===== config.mk =====
export PLATFORM = sky130hd
export DESIGN_NAME = ccd_top
export DESIGN_NICKNAME = d
export VERILOG_FILES = /design/src/include/ccd_pkg.sv /design/src/hdl/ccd_top.sv
export VERILOG_INCLUDE_DIRS = /design/src /design/src/include
export SDC_FILE = /design/constraint.sdc
export NUM_CORES = 1
export LEC_CHECK = 0
export ABC_AREA = 1
export BUFFER_PORTS_ARGS = -buffer_cell sky130_fd_sc_hd__buf_2
export CORE_MARGIN = 10
export CORE_UTILIZATION = 47
export CTS_CLUSTER_DIAMETER = 120
export DETAILED_ROUTE_END_ITERATION = 7
export GPL_TIMING_DRIVEN = 0
export PLACE_DENSITY_LB_ADDON = 0.25
export SETUP_SLACK_MARGIN = 0.02
export SYNTH_ARGS = -nofsm -noshare
export SYNTH_HDL_FRONTEND = slang
export SYNTH_SLANG_ARGS = --single-unit

===== constraint.sdc =====
create_clock -name clk -period 1.5 [get_ports clk]
set_input_delay 0.075 -clock clk [delete_from_list [all_inputs] [get_ports clk]]
set_output_delay 0.075 -clock clk [all_outputs]
set_load 0.01 [all_outputs]

===== src/include/ccd_map.svh =====
`ifndef CCD_MAP_SVH
`define CCD_MAP_SVH
`define CCD_DIV1_ROUTE_IDX  10'h195
`define CCD_DIV2_COUNT_IDX  10'h196
`define CCD_DIV2_CTRL_IDX   10'h197
`define CCD_DIV2_ROUTE_IDX  10'h198
`define CCD_CLK_IN_IDX      10'h1e1
`define CCD_SYSTEM_IDX      10'h230
`define CCD_STATUS_IDX      10'h3f0
`define CCD_DIRECT_BIT      1
`define CCD_DCC_OFF_BIT     0
`define CCD_SEL_VCO_BIT     1
`define CCD_SOFT_SYNC_BIT   0
`define CCD_SRC_VCO         2'h2
`define CCD_SRC_EXT         2'h0
`define CCD_SRC_ILLEGAL     2'h3
`define CCD_ROUTE_RESET     2'h0
`define CCD_BYTE_RESET      8'h00
`define CCD_COUNT_ZERO      4'h0
`define CCD_PINS_RESET      4'h8
`endif


===== src/include/ccd_pkg.sv =====
package ccd_pkg;
    typedef enum logic [3:0] {
        ST_HOLD  = 4'h1,
        ST_PHASE = 4'h2,
        ST_LOW   = 4'h4,
        ST_HIGH  = 4'h8
    } ccd_state_t;

    typedef struct packed {
        logic [3:0] low;
        logic [3:0] high;
    } ccd_counts_t;

    typedef struct packed {
        logic       bypass;
        logic       nosync;
        logic       force_high;
        logic       start_high;
        logic [3:0] phase;
    } ccd_ctrl_t;

    typedef struct packed {
        logic direct;
        logic dcc_off;
    } ccd_route_t;
endpackage : ccd_pkg


===== src/hdl/ccd_top.sv =====
// Register access over Avalon-MM was left to the implementer.
`include "ccd_map.svh"

// Function
// direct bit 0 routes pair b from divider one, 1 routes vco or ext clk; the code keeps divider one when clock-input bits are 01b.
// bit 0 of each routing register disables duty correction when set.
// divider two stays low for the low-count field plus one input cycles.
// divider two stays high for the high-count field plus one input cycles.
// bypass bit passes the divider input straight to its output.
// divider two obeys chip sync unless its no-sync bit is set.
// force-high drives the output high only when no-sync is also set.
// force-high has no effect while the bypass bit is set.
// start-high bit picks the level the output begins at after a sync.
// divider two holds a four-bit phase-offset field, reset to zero.
// direct bit 0 routes pair c from divider two, 1 routes vco or ext; the code keeps divider two when clock-input bits are 01b.
// sync holds the divider static while asserted, restarts on release.
// clock-input bit 1 picks vco or ext clk; bits 1 and 0 never both set.
// after sync, first edge waits phase cycles; period is low+high+2.
module ccd_top (
    input  wire logic        clk,
    input  wire logic        reset,
    input  wire logic [9:0]  avs_address,
    input  wire logic        avs_read,
    input  wire logic        avs_write,
    input  wire logic [31:0] avs_writedata,
    output logic      [31:0] avs_readdata,
    output logic             avs_waitrequest,
    input  wire logic        vco_clk_in,
    input  wire logic        ext_clk_in,
    input  wire logic        div_one_in,
    input  wire logic        sync_n,
    output logic             pair_b_output_p,
    output logic             pair_b_output_n,
    output logic             pair_c_output_p,
    output logic             pair_c_output_n,
    output logic             duty_correction_disable_b,
    output logic             duty_correction_disable_c
);
    // pin order: 3 sync_n, 2 divider one, 1 ext clk, 0 vco
    logic [3:0]          pin_meta;
    logic [3:0]          pin_sync;
    logic [3:0]          pin_prev;
    ccd_pkg::ccd_route_t div1_route;
    ccd_pkg::ccd_route_t next_div1_route;
    ccd_pkg::ccd_counts_t div2_counts;
    ccd_pkg::ccd_counts_t next_div2_counts;
    ccd_pkg::ccd_ctrl_t  div2_ctrl;
    ccd_pkg::ccd_ctrl_t  next_div2_ctrl;
    ccd_pkg::ccd_route_t div2_route;
    ccd_pkg::ccd_route_t next_div2_route;
    logic [1:0]          clk_in_sel;
    logic [1:0]          next_clk_in_sel;
    logic                soft_sync;
    logic                next_soft_sync;
    logic                next_waitrequest;
    logic [31:0]         next_readdata;
    ccd_pkg::ccd_state_t state;
    ccd_pkg::ccd_state_t next_state;
    logic [3:0]          cnt;
    logic [3:0]          next_cnt;
    logic                div_out;
    logic                next_div_out;
    logic                next_b_lvl;
    logic                next_c_lvl;
    logic                req;
    logic                wr_go;
    logic                dist_lvl;
    logic                dist_rise;
    logic                sync_hold;
    logic                div2_lvl;

    function automatic logic route_level(
        input logic       direct,
        input logic [1:0] sel,
        input logic       div_lvl,
        input logic       vco,
        input logic       ext
    );
        logic lvl;
        lvl = div_lvl;
        // 01b and the illegal 11b leave the divider route in place
        if (direct && sel == `CCD_SRC_VCO) begin
            lvl = vco;
        end else if (direct && sel == `CCD_SRC_EXT) begin
            lvl = ext;
        end
        return lvl;
    endfunction : route_level

    // three flops per pin; pin_prev only feeds the edge detect
    always_ff @(posedge clk or posedge reset) begin
        if (reset) begin
            pin_meta <= `CCD_PINS_RESET;
            pin_sync <= `CCD_PINS_RESET;
            pin_prev <= `CCD_PINS_RESET;
        end else begin
            pin_meta <= {sync_n, div_one_in, ext_clk_in, vco_clk_in};
            pin_sync <= pin_meta;
            pin_prev <= pin_sync;
        end
    end

    assign req   = avs_read | avs_write;
    assign wr_go = avs_write & ~avs_waitrequest;

    // register file and bus slave
    always_comb begin
        next_waitrequest = ~(req & avs_waitrequest);
        next_readdata    = avs_readdata;
        next_div1_route  = div1_route;
        next_div2_counts = div2_counts;
        next_div2_ctrl   = div2_ctrl;
        next_div2_route  = div2_route;
        next_clk_in_sel  = clk_in_sel;
        next_soft_sync   = soft_sync;
        if (avs_read && avs_waitrequest) begin
            next_readdata = 32'h0000_0000;
            case (avs_address)
                `CCD_DIV1_ROUTE_IDX: next_readdata[1:0] = div1_route;
                `CCD_DIV2_COUNT_IDX: next_readdata[7:0] = div2_counts;
                `CCD_DIV2_CTRL_IDX:  next_readdata[7:0] = div2_ctrl;
                `CCD_DIV2_ROUTE_IDX: next_readdata[1:0] = div2_route;
                `CCD_CLK_IN_IDX:     next_readdata[1:0] = clk_in_sel;
                `CCD_SYSTEM_IDX:     next_readdata[0]   = soft_sync;
                `CCD_STATUS_IDX: begin
                    next_readdata[0] = div_out;
                    next_readdata[1] = (state == ccd_pkg::ST_HOLD);
                end
                default: next_readdata = 32'h0000_0000;
            endcase
        end
        if (wr_go) begin
            case (avs_address)
                `CCD_DIV1_ROUTE_IDX: next_div1_route = avs_writedata[1:0];
                `CCD_DIV2_COUNT_IDX: next_div2_counts = avs_writedata[7:0];
                `CCD_DIV2_CTRL_IDX:  next_div2_ctrl = avs_writedata[7:0];
                `CCD_DIV2_ROUTE_IDX: next_div2_route = avs_writedata[1:0];
                `CCD_CLK_IN_IDX: begin
                    // vco select with divider bypass is refused
                    if (avs_writedata[1:0] != `CCD_SRC_ILLEGAL) begin
                        next_clk_in_sel = avs_writedata[1:0];
                    end
                end
                `CCD_SYSTEM_IDX:
                    next_soft_sync = avs_writedata[`CCD_SOFT_SYNC_BIT];
                default: next_soft_sync = soft_sync;
            endcase
        end
    end

    always_ff @(posedge clk or posedge reset) begin
        if (reset) begin
            avs_waitrequest <= 1'b1;
            avs_readdata    <= 32'h0000_0000;
            div1_route      <= `CCD_ROUTE_RESET;
            div2_counts     <= `CCD_BYTE_RESET;
            div2_ctrl       <= `CCD_BYTE_RESET;
            div2_route      <= `CCD_ROUTE_RESET;
            clk_in_sel      <= `CCD_ROUTE_RESET;
            soft_sync       <= 1'b0;
        end else begin
            avs_waitrequest <= next_waitrequest;
            avs_readdata    <= next_readdata;
            div1_route      <= next_div1_route;
            div2_counts     <= next_div2_counts;
            div2_ctrl       <= next_div2_ctrl;
            div2_route      <= next_div2_route;
            clk_in_sel      <= next_clk_in_sel;
            soft_sync       <= next_soft_sync;
        end
    end

    // divider input: vco or ext clk per clock-input bit 1
    assign dist_lvl  = clk_in_sel[`CCD_SEL_VCO_BIT] ? pin_sync[0]
                                                     : pin_sync[1];
    assign dist_rise = dist_lvl & ~(clk_in_sel[`CCD_SEL_VCO_BIT]
                                    ? pin_prev[0] : pin_prev[1]);
    // soft sync bit is the pin inverted; no-sync masks both
    assign sync_hold = (~pin_sync[3] | soft_sync) & ~div2_ctrl.nosync;

    always_comb begin
        next_state   = state;
        next_cnt     = cnt;
        next_div_out = div_out;
        if (sync_hold) begin
            next_state   = ccd_pkg::ST_HOLD;
            next_div_out = div2_ctrl.start_high;
        end else begin
            unique case (state)
                ccd_pkg::ST_HOLD: begin
                    next_state = ccd_pkg::ST_PHASE;
                    next_cnt   = div2_ctrl.phase;
                end
                ccd_pkg::ST_PHASE: begin
                    if (dist_rise && cnt == `CCD_COUNT_ZERO) begin
                        next_div_out = div2_ctrl.start_high;
                        if (div2_ctrl.start_high) begin
                            next_state = ccd_pkg::ST_HIGH;
                            next_cnt   = div2_counts.high;
                        end else begin
                            next_state = ccd_pkg::ST_LOW;
                            next_cnt   = div2_counts.low;
                        end
                    end else if (dist_rise) begin
                        next_cnt = cnt - 4'h1;
                    end
                end
                ccd_pkg::ST_LOW: begin
                    if (dist_rise && cnt == `CCD_COUNT_ZERO) begin
                        next_state   = ccd_pkg::ST_HIGH;
                        next_cnt     = div2_counts.high;
                        next_div_out = 1'b1;
                    end else if (dist_rise) begin
                        next_cnt = cnt - 4'h1;
                    end
                end
                ccd_pkg::ST_HIGH: begin
                    if (dist_rise && cnt == `CCD_COUNT_ZERO) begin
                        next_state   = ccd_pkg::ST_LOW;
                        next_cnt     = div2_counts.low;
                        next_div_out = 1'b0;
                    end else if (dist_rise) begin
                        next_cnt = cnt - 4'h1;
                    end
                end
            endcase
        end
    end

    // bypass wins over force; force needs no-sync
    assign div2_lvl = div2_ctrl.bypass ? dist_lvl
                    : (div2_ctrl.nosync & div2_ctrl.force_high) | div_out;

    always_comb begin
        next_b_lvl = route_level(div1_route.direct, clk_in_sel,
                                 pin_sync[2], pin_sync[0],
                                 pin_sync[1]);
        next_c_lvl = route_level(div2_route.direct, clk_in_sel,
                                 div2_lvl, pin_sync[0],
                                 pin_sync[1]);
    end

    always_ff @(posedge clk or posedge reset) begin
        if (reset) begin
            state                     <= ccd_pkg::ST_LOW;
            cnt                       <= `CCD_COUNT_ZERO;
            div_out                   <= 1'b0;
            pair_b_output_p           <= 1'b0;
            pair_b_output_n           <= 1'b1;
            pair_c_output_p           <= 1'b0;
            pair_c_output_n           <= 1'b1;
            duty_correction_disable_b <= 1'b0;
            duty_correction_disable_c <= 1'b0;
        end else begin
            state                     <= next_state;
            cnt                       <= next_cnt;
            div_out                   <= next_div_out;
            pair_b_output_p           <= next_b_lvl;
            pair_b_output_n           <= ~next_b_lvl;
            pair_c_output_p           <= next_c_lvl;
            pair_c_output_n           <= ~next_c_lvl;
            duty_correction_disable_b <= div1_route.dcc_off;
            duty_correction_disable_c <= div2_route.dcc_off;
        end
    end
endmodule : ccd_top


# == Yosys cells after proc, flatten, opt, wreduce, memory -nomap -nowiden ==
# Index checks and enable logic that the tools add are counted.
# op_classes
n_addsub,1
n_eq_ne,16
n_mux,27
bitwise,15
reduce_logical,17
# op_table
cell,n
$eq 10x9->1 const B,5
$mux 4,10
$pmux 4 s4,2
$eq 10x10->1 const B,2
$pmux 6 s2,1
$mux 1,11
$reduce_and 2->1,5
$ne 3x3->1 const B,3
$not 1->1,7
$pmux 1 s7,1
$logic_and 1x1->1,6
$pmux 1 s6,1
$reduce_and 3->1,2
$and 1x1->1,5
$eq 4x1->1 const B,1
$eq 4x2->1 const B,1
$eq 4x3->1 const B,1
$eq 4x4->1 const B,1
$logic_not 4->1,1
$reduce_and 4->1,1
$reduce_bool 4->1,1
$sub 4x1->4 const B,1
$or 1x1->1,3
$pmux 1 s3,1
other kinds (3),3
# totals
register_bits,57
in_bits,50
out_inout_bits,39
word_cells,103

# == Logic depth before layout (Yosys ltp) ==
# Gate-level depths: netlist of run 1.
# depth
word_depth,7
ltp_mapped,11
ltp_nobuf,11

# == Worst setup path before layout of run 1 ==
# Ideal clock, no wire load.
# synth_timing
path_type,reg-to-reg
startpoint,reg cnt[0]
endpoint,reg cnt[1]
setup_time_ns,0.121
arrival_time_ns,1.401
required_time_ns,1.379
slack_ns,-0.022
stages_incl_launch_ff,11
n_path_buf,1
period_less_slack_ns,1.522
path_cell_list,dfrtp_1 inv_1 ha_1 inv_1 nor3_4 nand3_2 buf_6 o21ai_0 nand3_1 nand2_1 nand2_1
# synth_via
elab_chain_len,4
word_cells_on_any_way,8
cone_classes,add/sub: 1; mux: 5; reduce/logical: 2
# synth_lines
element,line,text
from (decl),ccd_top.sv:59,logic [3:0] cnt;
from (signal assigned),ccd_top.sv:246,cnt <= `CCD_COUNT_ZERO;
from (signal assigned),ccd_top.sv:256,cnt <= next_cnt;
$sub 4x1->4 or $logic_not 4->1 (tied branches),-,
$mux 4 or $logic_and 1x1->1 (tied branches),-,
"$mux 4, on equally long branches","ccd_top.sv:218, ccd_top.sv:195, ccd_top.sv:209",
$pmux 4 s4 (*),ccd_top.sv:189,unique case (state)
# Every way passes the cells marked *; elsewhere a longest branch is shown, timed or not.
# A chain may end at the register's enable or synchronous reset.

# == Worst setup path after layout of run 1 ==
# layout_timing
startpoint,reg state[2]
endpoint,reg div_out
# layout_via
elab_chain_len,3
word_cells_on_any_way,10
cone_classes,eq/ne: 6; mux: 2; reduce/logical: 2
# layout_lines
element,line,text
from (decl),ccd_top.sv:57,ccd_pkg::ccd_state_t state;
from (signal assigned),ccd_top.sv:245,state <= ccd_pkg::ST_LOW;
from (signal assigned),ccd_top.sv:255,state <= next_state;
$eq 4x2->1 (tied with other cells),ccd_top.sv:189,
$ne 3x3->1 (no line) (tied with other cells),-,
$reduce_and 4->1 (no line) or $mux 1 (tied branches),-,
to (signal assigned),ccd_top.sv:257,div_out <= next_div_out;
to (decl),ccd_top.sv:61,logic div_out;
# Several ways; a longest one is shown, not always the timed one.

==> summary.md, run 1 <==
| Metric | Value |
|---|---|
| Status | finished, violations left |
| Violated checks | negative setup slack |
| Startpoint types | flop |
| HP Start | avs_writedata[3] |
| IO buf count | 40 |
| CP Max Fanout | 5 |
| Via density | 4.875 |
| Area Growth Syn to Fin | 27.80% |
| Post-Syn Area | 3146 um^2 |
| Antenna Cells | 0 |
| Hold Vio Cnt, Final | 0 |
| Max Cap Violations | 0 |
| DP HPWL | 5765 um |
| Crit-path max cell delay | 0.55 ns |
| RSZ-0062 raised after global routing | yes |
| Clock-pin slew on the worst setup and hold paths | 0.07 ns |
| Routability cong. | 0.8832 |
| Final WS setup | -0.05600 ns |
| Drt pass-1 iters | 4 |
| Total Die Area | 10370 um^2 |
| Crit. End Element | flop |
| Clock buffer depth | 2 |
| Dominant synthesized flop cell | dfrtp_1 |
| Commonest non-fill, non-tap cell in the layout | nand2_1 |
| Grt ovf | 0 |
| Leak Pwr | 2.130 nW |
| Crit-path leading delay family | simple AND/OR/NAND/NOR gates |
| Layer with the highest usage | met2 |
| Sequential area share after synthesis | 45.58% |
| Post-synth cell types | 34 |
| Final ANT Viol Nets | 0 |
| Initial antenna violation count | 0 |
| Pre-CTS worst setup slack | -0.2209 ns |
| Synth Register Bits | 57 |
| Htree depth | 3 |
| Period utilization | 103.7% |
| Worst VDD drop | 0.0006649 V |
| Setup Crit Path Kind | reg -> reg |
| Final core occ | 62.60% |
| Clock Skew | 0.008274 ns |
| Crit path from | state[2] |
| Slowest cell on crit path | dfstp_2 |
| Layout Nets | 553 |
| Peak Freq | 0.6427 GHz |
| IO Pins | 89 |
| Critical path buffers and inverters | 2 |
| Clock latency on the worst-skew pair | 0.34 ns |
| # DRC | 0 |
| Worst path arrival time | 1.81 ns |
| Initial core utilization | 48.98% |
| Tmin final | 1.556 ns |
| Largest net degree at the start of global routing | 42 |
| Drt wl/cell | 13.41 um |
| First-pass GRT wire length | 12610 um |
| Area of the core | 6422 um^2 |
| Min-Delay Path Class | in -> reg |
| # setup viols final | 5 |
| Async S/R FF share, synth | 100.0% |
| Hold Slack | 0.01565 ns |
| Final TNS setup | -0.1797 ns |
| Row cnt | 29 |
| Clock root buffer | clkbuf_8 |
| Number of global-route vias before repair | 2762 |
| Pwr Density | 884.3 nW/um^2 |
| Post-synth EDFFs | 0 |
| Worst r2r src | state[2] |
| Die width | 101.8 um |
| Gr usage total | 15.21% |
| Warnings from Yosys | 0 |
| Design Area, Final | 4020 um^2 |
| Most frequent cells in the layout | 92 x nand2_1, 51 x dfrtp_1, 50 x inv_1 |
| Vias | 2842 |
| Met1 Resource Use GR | 18.38% |
| Layout cells sized above 1 | 29.64% |
| Post-Syn Instances | 407 |
| Final Max Slew Viols | 0 |
| TritonCTS clock tree | done |
| GR Layer Usage met3 | 4.656% |
| Fill count | 574 |
| Total Wirelength | 7820 um |
| Req. time, crit path | 1.76 ns |
| Average size of a mapped cell | 7.729 um^2 |
| CTS sink cnt | 57 |
| DP Area | 3548 um^2 |
| CTS Buf Count | 9 |
| Die H | 101.8 um |
| GR met2 Demand/Resource | 24.55% |
| Drt first-iter violations | 137 |
| CP cell instances | inv_1, nand3_2, nand3_1, nor2_2, inv_1, nand2_1, nand2_1, o21ai_1 |
-- layer usage --
| metal | wire length, um | vias up | share of wire, % |
|---|---|---|---|
| met2 | 3747 | 90 | 48 |
| met4 | 107 | 0 | 1.4 |
| met3 | 636 | 9 | 8.1 |
| li1 | - | 1445 | - |
| met1 | 3329 | 1298 | 43 |
| met5 | 0 | - | 0 |
-- per-stage QoR --
stage                     power [mW]  std cells
after global placement         2.165        547
final                          3.555        583
after floorplan                2.015        430
after detailed placement       2.182        548
after CTS                      3.513        577
after global routing           3.720        583
-- area by class of cell --
| class | count | area, um^2 | share of cell area [%] |
|---|---|---|---|
| multi-input cells | 289 | 1493 | 37.13 |
| clock buffers | 11 | 151.4 | 3.766 |
| inverters | 57 | 217.7 | 5.415 |
| repair buffers | 60 | 390.4 | 9.711 |
| plain buffers | 27 | 207.7 | 5.167 |
| well taps | 77 | 96.34 | 2.397 |
| flip-flops and latches | 57 | 1434 | 35.67 |
| clock inverters | 5 | 30.03 | 0.7470 |
-- final timing paths --
path                                  end  slack [ns]  cells past startpoint
setup reg to reg                  div_out       -0.06                      8
hold reg to reg               pin_sync[0]        0.35                      0
hold / removal             div2_counts[3]        0.02                      3
setup / recovery                  div_out       -0.06                      8
max in group asynchronous        state[2]        0.64                      4
min in group asynchronous   div1_route[0]        0.27                      3
-- state kept, by name (all words and copies together), names as in the netlist --
signal	cells
avs_readdata	8
div2_counts	8
div2_ctrl	8
cnt	4
pin_meta	4
pin_sync	4
state	4
clk_in_sel	2
div1_route	2
div2_route	2
pin_prev	2
avs_waitrequest	1
div_out	1
duty_correction_disable_b	1
duty_correction_disable_c	1
pair_b_output_n	1
pair_b_output_p	1
pair_c_output_n	1
pair_c_output_p	1
soft_sync	1
-- worst register-to-register path, stage by stage, from the launching register on --
cell	delay, ns
dfstp_2	0.55
inv_1	0.06
nand3_2	0.12
nand3_1	0.14
nor2_2	0.24
inv_1	0.09
nand2_1	0.10
nand2_1	0.07
o21ai_1	0.11
-- cell usage after synthesis (4+ instances only) --
| cell | count | area (um^2) |
|---|---|---|
| nand2_1 | 95 | 356.6 |
| inv_1 | 54 | 202.7 |
| dfrtp_1 | 51 | 1276 |
| nor2_1 | 50 | 187.7 |
| buf_4 | 24 | 180.2 |
| nand3_1 | 22 | 110.1 |
| o21ai_0 | 19 | 95.09 |
| a21oi_1 | 17 | 85.08 |
| o21ai_1 | 10 | 50.05 |
| nor3_1 | 9 | 45.04 |
| o21ai_2 | 8 | 70.07 |
| nand4_1 | 7 | 43.79 |
| dfstp_2 | 6 | 157.7 |
| a22oi_1 | 4 | 30.03 |
| nand2_2 | 4 | 25.02 |
-- cell families (layout without fill, tap and decap cells) --
| logic type | after synthesis | after routing | synth area share [%] |
|---|---|---|---|
| simple gates | 198 | 198 | 27.80 |
| fa+ha+maj | 2 | 2 | 0.7954 |
| compound gates | 65 | 65 | 12.29 |
| flops | 57 | 57 | 45.58 |
| other cells | 1 | 24 | 0.1192 |
| buf+inv | 84 | 160 | 13.40 |
-- repair_timing --
action,CTS,global route
cloned,0,1
hold buffers,8,0
setup endpoints to repair,16,13
pin swaps,4,6
resized for setup,13,27
endpoints found under the hold margin,20,0
setup buffers,5,5
-- power breakdown --
group | internal, mW | switching [mW] | total [mW]
Clock | 0.679 | 0.627 | 1.31
Sequential | 1.62 | 0.0488 | 1.67
Combinational | 0.237 | 0.346 | 0.583
(Power assumes the default switching activity.)
==> run 2: changes to the inputs <==
Settings changed: PLACE_DENSITY from default to 0.73, PLACE_DENSITY_LB_ADDON 0.25 to default.
==> summary.md, run 2 (synthesis gave the netlist of run 1 again) <==
| Metric | Value |
|---|---|
| Worst VDD drop | 0.0005856 V (-12%) |
| Min-Delay Path Class | in -> reg |
| # DRC | 0 (unchanged) |
| Most frequent cells in the layout | 93 x nand2_1, 51 x dfrtp_1, 50 x inv_1 |
| Layout Nets | 555 (+0.36%) |
| Clock root buffer | clkbuf_8 |
| Leak Pwr | 2.136 nW (+0.27%) |
| Final Max Slew Viols | 0 (unchanged) |
| Die width | 101.8 um (unchanged) |
| CTS Buf Count | 9 (unchanged) |
| Pre-CTS worst setup slack | -0.2396 ns (-0.01877 ns) |
| Period utilization | 105.3% (+1.5 points) |
| Total Die Area | 10370 um^2 (unchanged) |
| Max Cap Violations | 0 (unchanged) |
| Drt pass-1 iters | 5 (+1) |
| Area Growth Syn to Fin | 26.97% |
| Drt first-iter violations | 135 (-1.5%) |
| Violated checks | negative setup slack |
| Clock latency on the worst-skew pair | 0.33 ns (about the same) |
| CP Max Fanout | 5 (unchanged) |
| Crit-path leading delay family | simple AND/OR/NAND/NOR gates |
| Status | finished, violations left |
| Vias | 2890 (+1.7%) |
| Worst reg2reg path endpoint | cnt[1] |
| Crit. End Element | flop |
| Number of global-route vias before repair | 2830 (+2.5%) |
| Worst r2r src | cnt[1] |
| CTS sink cnt | 57 (unchanged) |
| Crit path from | cnt[1] |
| Tmin final | 1.579 ns (+0.02304 ns) |
| DP HPWL | 5794 um (+0.49%) |
| Area of the core | 6422 um^2 (unchanged) |
| Req. time, crit path | 1.72 ns (-0.04 ns) |
| Routability cong. | 0.8980 (+1.7%) |
| Drt wl/cell | 13.72 um (+2.3%) |
| Startpoint types | flop |
| Clock-pin slew on the worst setup and hold paths | 0.06 ns (about the same) |
| Die H | 101.8 um (unchanged) |
| IO Pins | 89 (unchanged) |
| Final core occ | 62.19% (-0.41 points) |
| Reg2reg path depth | 10 (+2) |
| Crit path depth | 10 (+2) |
| Hold Vio Cnt, Final | 0 (unchanged) |
| Final WS setup | -0.07904 ns (-0.02304 ns) |
| RSZ-0062 raised after global routing | yes |
| First-pass GRT wire length | 12740 um (+1.1%) |
| Htree depth | 3 (unchanged) |
| Clock Skew | 0.007294 ns (-0.0009797 ns) |
| Initial antenna violation count | 0 (unchanged) |
| Hold Slack | 0.004512 ns (-0.01114 ns) |
| Worst path arrival time | 1.80 ns (about the same) |
| IO buf count | 40 (unchanged) |
| Via density | 4.940 (+1.3%) |
| CP endpoint | cnt[1] |
| Peak Freq | 0.6333 GHz (-1.5%) |
| Regs by FF count | avs_readdata: 8 flops, div2_counts: 8 flops, div2_ctrl: 8 flops |
| Setup Crit Path Kind | reg -> reg |
| Initial core utilization | 48.98% (unchanged) |
| Layout cells sized above 1 | 27.56% (-2.1 points) |
| Total Wirelength | 8029 um (+2.7%) |
| Largest net degree at the start of global routing | 42 (unchanged) |
| Antenna Cells | 0 (unchanged) |
| Reg-to-reg setup timing slack | -0.08 ns (-0.02 ns) |
| # setup viols final | 5 (unchanged) |
| Grt ovf | 0 (unchanged) |
| Crit-path max cell delay | 0.40 ns (-0.15 ns) |
| Commonest non-fill, non-tap cell in the layout | nand2_1 |
| Slowest cell on crit path | dfrtp_1 |
| Final ANT Viol Nets | 0 (unchanged) |
| CP cell instances | inv_2, ha_4, inv_2, nor3_4, nand3_2, buf_6, o21ai_2, nand3_1, nand2_1, nand2_1 |
| TritonCTS clock tree | done |
| Gr usage total | 15.31% (+0.10 points) |
| Clock buffer depth | 2 (unchanged) |
| Pwr Density | 921.4 nW/um^2 (+4.2%) |
| Critical path buffers and inverters | 3 (+1) |
| Row cnt | 29 (unchanged) |
==> run 2: final cells by class <==
cell class	count	area, um^2
flip-flops and latches	57	1434
repair buffers	61	390.4
plain buffers	27	207.7
fillers	554	2429
clock inverters	3	40.04
repair inverters	1	5.005
well taps	77	96.34
multi-input cells	289	1444
inverters	57	217.7
clock buffers	13	158.9
==> run 2: worst min path at each step <==
stage          slack [ns]              from        endpoint  depth (start not counted)
2_1_floorplan        0.08            sync_n     pin_meta[3]                          0
3_3_place_gp         0.18            sync_n     pin_meta[3]                          1
3_5_place_dp         0.07             reset   div2_route[0]                          2
4_1_cts             0.003  avs_writedata[5]  div2_counts[5]                          3
5_1_grt             0.003  avs_writedata[5]  div2_counts[5]                          3
6_report            0.005  avs_writedata[5]  div2_counts[5]                          3
==> run 2: repair_timing <==
| action | 4_1_cts | 5_1_grt |
|---|---|---|
| hold endpoints to repair | 21 | 0 |
| hold buffers | 9 | 0 |
| resized for setup | 12 | 14 |
| setup endpoints to repair | 15 | 12 |
| cloned | 1 | 1 |
| buffers inserted | 6 | 4 |
| pin swaps | 5 | 5 |
==> run 2: worst reg2reg max path: stages, from the launching register on <==
cell and delay (ns):
dfrtp_1 0.40, inv_2 0.09, ha_4 0.13, inv_2 0.04, nor3_4 0.14, nand3_2 0.13
buf_6 0.16, o21ai_2 0.14, nand3_1 0.12, nand2_1 0.08, nand2_1 0.05
==> run 2: metrics by stage <==
stage | total power, mW | area [um^2] | setup TNS, ns | std cells
floorplan | 2.015 | 3232 | 0 | 430
global placement | 2.163 | 3528 | -32.89 | 547
detailed placement | 2.183 | 3548 | -0.8589 | 548
CTS | 3.673 | 3901 | -0.3903 | 580
global route | 3.845 | 3994 | -0.8532 | 585
finish | 3.680 | 3994 | -0.2512 | 585
==> run 2: metal layers <==
metal	global-route usage, %	vias up	routed length, um
met5	0	-	0
met4	7.050	0	171
met3	3.644	22	502
met2	25.75	114	3912
met1	18.23	1305	3442
li1	-	1449	-
==> run 2: where the power goes <==
part	switching (mW)	internal, mW	leakage [nW]
combinational	0.341	0.230	1.30
clock	0.592	0.853	0.103
sequential	0.0471	1.62	0.736
total	0.980	2.70	2.14
==> run 3: changes to the inputs <==
Settings changed: CELL_PAD_IN_SITES_DETAIL_PLACEMENT from default to 0, CELL_PAD_IN_SITES_GLOBAL_PLACEMENT from default to 1, CORE_UTILIZATION 47 to 34, PLACE_DENSITY 0.73 to 0.74.
==> summary.md, run 3 (synthesis gave the netlist of run 1 again) <==
| Metric | Value |
|---|---|
| Status | finished, violations left |
| Violated checks | negative setup slack |
| Final ANT Viol Nets | 0 (unchanged) |
| Slowest cell on crit path | dfrtp_1 |
| Most frequent cells in the layout | 89 x nand2_1, 50 x dfrtp_1, 49 x inv_1 |
| Clock root buffer | clkbuf_8 |
| Total power | 3.875 mW (+5.3%) |
| Htree depth | 3 (unchanged) |
| First-pass GRT wire length | 14070 um (+10%) |
| Antenna Cells | 0 (unchanged) |
| Setup Crit Path Kind | reg -> reg |
| IO Pins | 89 (unchanged) |
| Crit-path max cell delay | 0.40 ns (about the same) |
| Crit. End Element | flop |
| Non-Filler Instances | 616 (+5.3%) |
| Total Die Area | 13500 um^2 (+30%) |
| Commonest non-fill, non-tap cell in the layout | nand2_1 |
| Min-Delay Path Class | in -> reg |
| Routability cong. | 0.8181 (-8.9%) |
| Gr usage total | 13.12% (-2.2 points) |
| Vias | 2850 (-1.4%) |
| Hold Slack | 0.01141 ns (+0.006901 ns) |
| Req. time, crit path | 1.73 ns (about the same) |
| Total Wirelength | 8463 um (+5.4%) |
| Pwr Density | 945.6 nW/um^2 (+2.6%) |
| Area Growth Syn to Fin | 30.27% |
| Layout cells sized above 1 | 30.50% (+2.9 points) |
| Hold Vio Cnt, Final | 0 (unchanged) |
| Period utilization | 101.4% (-3.8 points) |
| # setup viols final | 5 (unchanged) |
| Regs by FF count | avs_readdata: 8 flops, div2_counts: 8 flops, div2_ctrl: 8 flops |
| Pre-CTS worst setup slack | -0.2153 ns (+0.02436 ns) |
| Worst Tran Pin Value | 0.6069 ns |
| Drt first-iter violations | 151 (+12%) |
| Final TNS setup | -0.05768 ns (+0.1935 ns) |
| Clock latency on the worst-skew pair | 0.34 ns (about the same) |
| Grt ovf | 0 (unchanged) |
| Initial antenna violation count | 0 (unchanged) |
| # DRC | 0 (unchanged) |
| Drt wl/cell | 13.74 um (+0.10%) |
| Drt pass-1 iters | 4 (-1) |
| Final WS setup | -0.02129 ns (+0.05775 ns) |
| Number of global-route vias before repair | 2886 (+2.0%) |
| Clock buffer depth | 2 (unchanged) |
| Max Cap Violations | 0 (unchanged) |
| Max_slew headroom | 59.48% |
| Worst VDD drop | 0.0005566 V (-4.9%) |
| Peak Freq | 0.6573 GHz (+3.8%) |
| Final Max Slew Viols | 0 (unchanged) |
| DP HPWL | 6299 um (+8.7%) |
| Worst path arrival time | 1.76 ns (-0.04 ns) |
| Via density | 4.627 (-6.3%) |
| RSZ-0062 raised after global routing | yes |
| TritonCTS clock tree | done |
| Initial core utilization | 34.53% (-14 points) |
| CP Max Fanout | 5 (unchanged) |
| Die width | 116.2 um (+14%) |
| Die H | 116.2 um (+14%) |
| Layout Nets | 552 (-0.54%) |
| Largest net degree at the start of global routing | 32 (-24%) |
| DP Area | 3591 um^2 (+1.2%) |
| CTS Buf Count | 9 (unchanged) |
| Clock-pin slew on the worst setup and hold paths | 0.07 ns (about the same) |
| Row cnt | 35 (+21%) |
| Cells after DPL | 582 (+6.2%) |
| Design Area, Final | 4098 um^2 (+2.6%) |
| Crit-path leading delay family | simple AND/OR/NAND/NOR gates |
| Leak Pwr | 2.147 nW (+0.52%) |
| CTS sink cnt | 57 (unchanged) |
| Area of the core | 9109 um^2 (+42%) |
| Tmin final | 1.521 ns (-0.05775 ns) |
| Final core occ | 44.99% (-17 points) |
| Fill count | 962 (+74%) |
| Critical path buffers and inverters | 3 (unchanged) |
| Startpoint types | flop |
| IO buf count | 40 (unchanged) |
| CP cell instances | inv_2, ha_4, inv_2, nor3_4, nand3_4, buf_6, o21ai_2, nand3_1, nand2_1, nand2_1 |
| Clock Skew | 0.003739 ns (-0.003556 ns) |
## run 3: cell types whose count changed in the layout (fill, tap and decap cells not counted), moves of 2 or more
cell,previous run,this run
buf_4,34,32
buf_6,2,4
nand2_1,93,89
nand2_2,6,10
o21ai_1,15,9
o21ai_2,11,17
## run 3: worst reg2reg max path: stages, from the launching register on
cell and delay [ns]:
dfrtp_1 0.40, inv_2 0.10, ha_4 0.13, inv_2 0.03, nor3_4 0.15, nand3_4 0.12
buf_6 0.16, o21ai_2 0.11, nand3_1 0.09, nand2_1 0.07, nand2_1 0.04
## run 3: layout make-up
cell class	count	area [um^2]	area share (%)
Multi-Input combinational cell	289	1495	36.49
Timing Repair Buffer	59	382.9	9.344
Buffer	27	207.7	5.069
Clock buffer	11	141.4	3.450
Sequential cell	57	1435	35.02
Tap cell	111	138.9	3.389
Clock inverter	5	78.83	1.924
Inverter	57	217.7	5.313
## run 3: report_power, final
group / switching, mW / internal, mW
Clock: 0.648 / 0.978
Combinational: 0.350 / 0.236
Sequential: 0.0472 / 1.62
## run 3: final timing paths
kind | start | end | slack [ns] | cells past startpoint
setup / recovery | cnt[0] | cnt[1] | -0.02 | 10
hold / removal | avs_writedata[3] | div2_counts[3] | 0.01 | 3
setup reg to reg | cnt[0] | cnt[1] | -0.02 | 10
hold reg to reg | pin_meta[0] | pin_sync[0] | 0.35 | 0
max in group asynchronous | reset | avs_waitrequest | 0.50 | 4
min in group asynchronous | reset | pair_c_output_p | 0.35 | 3
## run 3: metal layers
metal / global-route usage [%] / wire, um
met1: 16.30 / 3845
met2: 21.31 / 4040
met3: 3.544 / 433
met4: 4.921 / 144
met5: 0 / 0
## run 3: timing repair
action / 4_1_cts / 5_1_grt
pin swaps: 7 / 3
hold endpoints to repair: 29 / 0
hold buffers: 8 / 0
endpoints found under the setup margin: 16 / 16
cloned: 1 / 0
buffers inserted: 6 / 3
gates resized for setup: 25 / 20
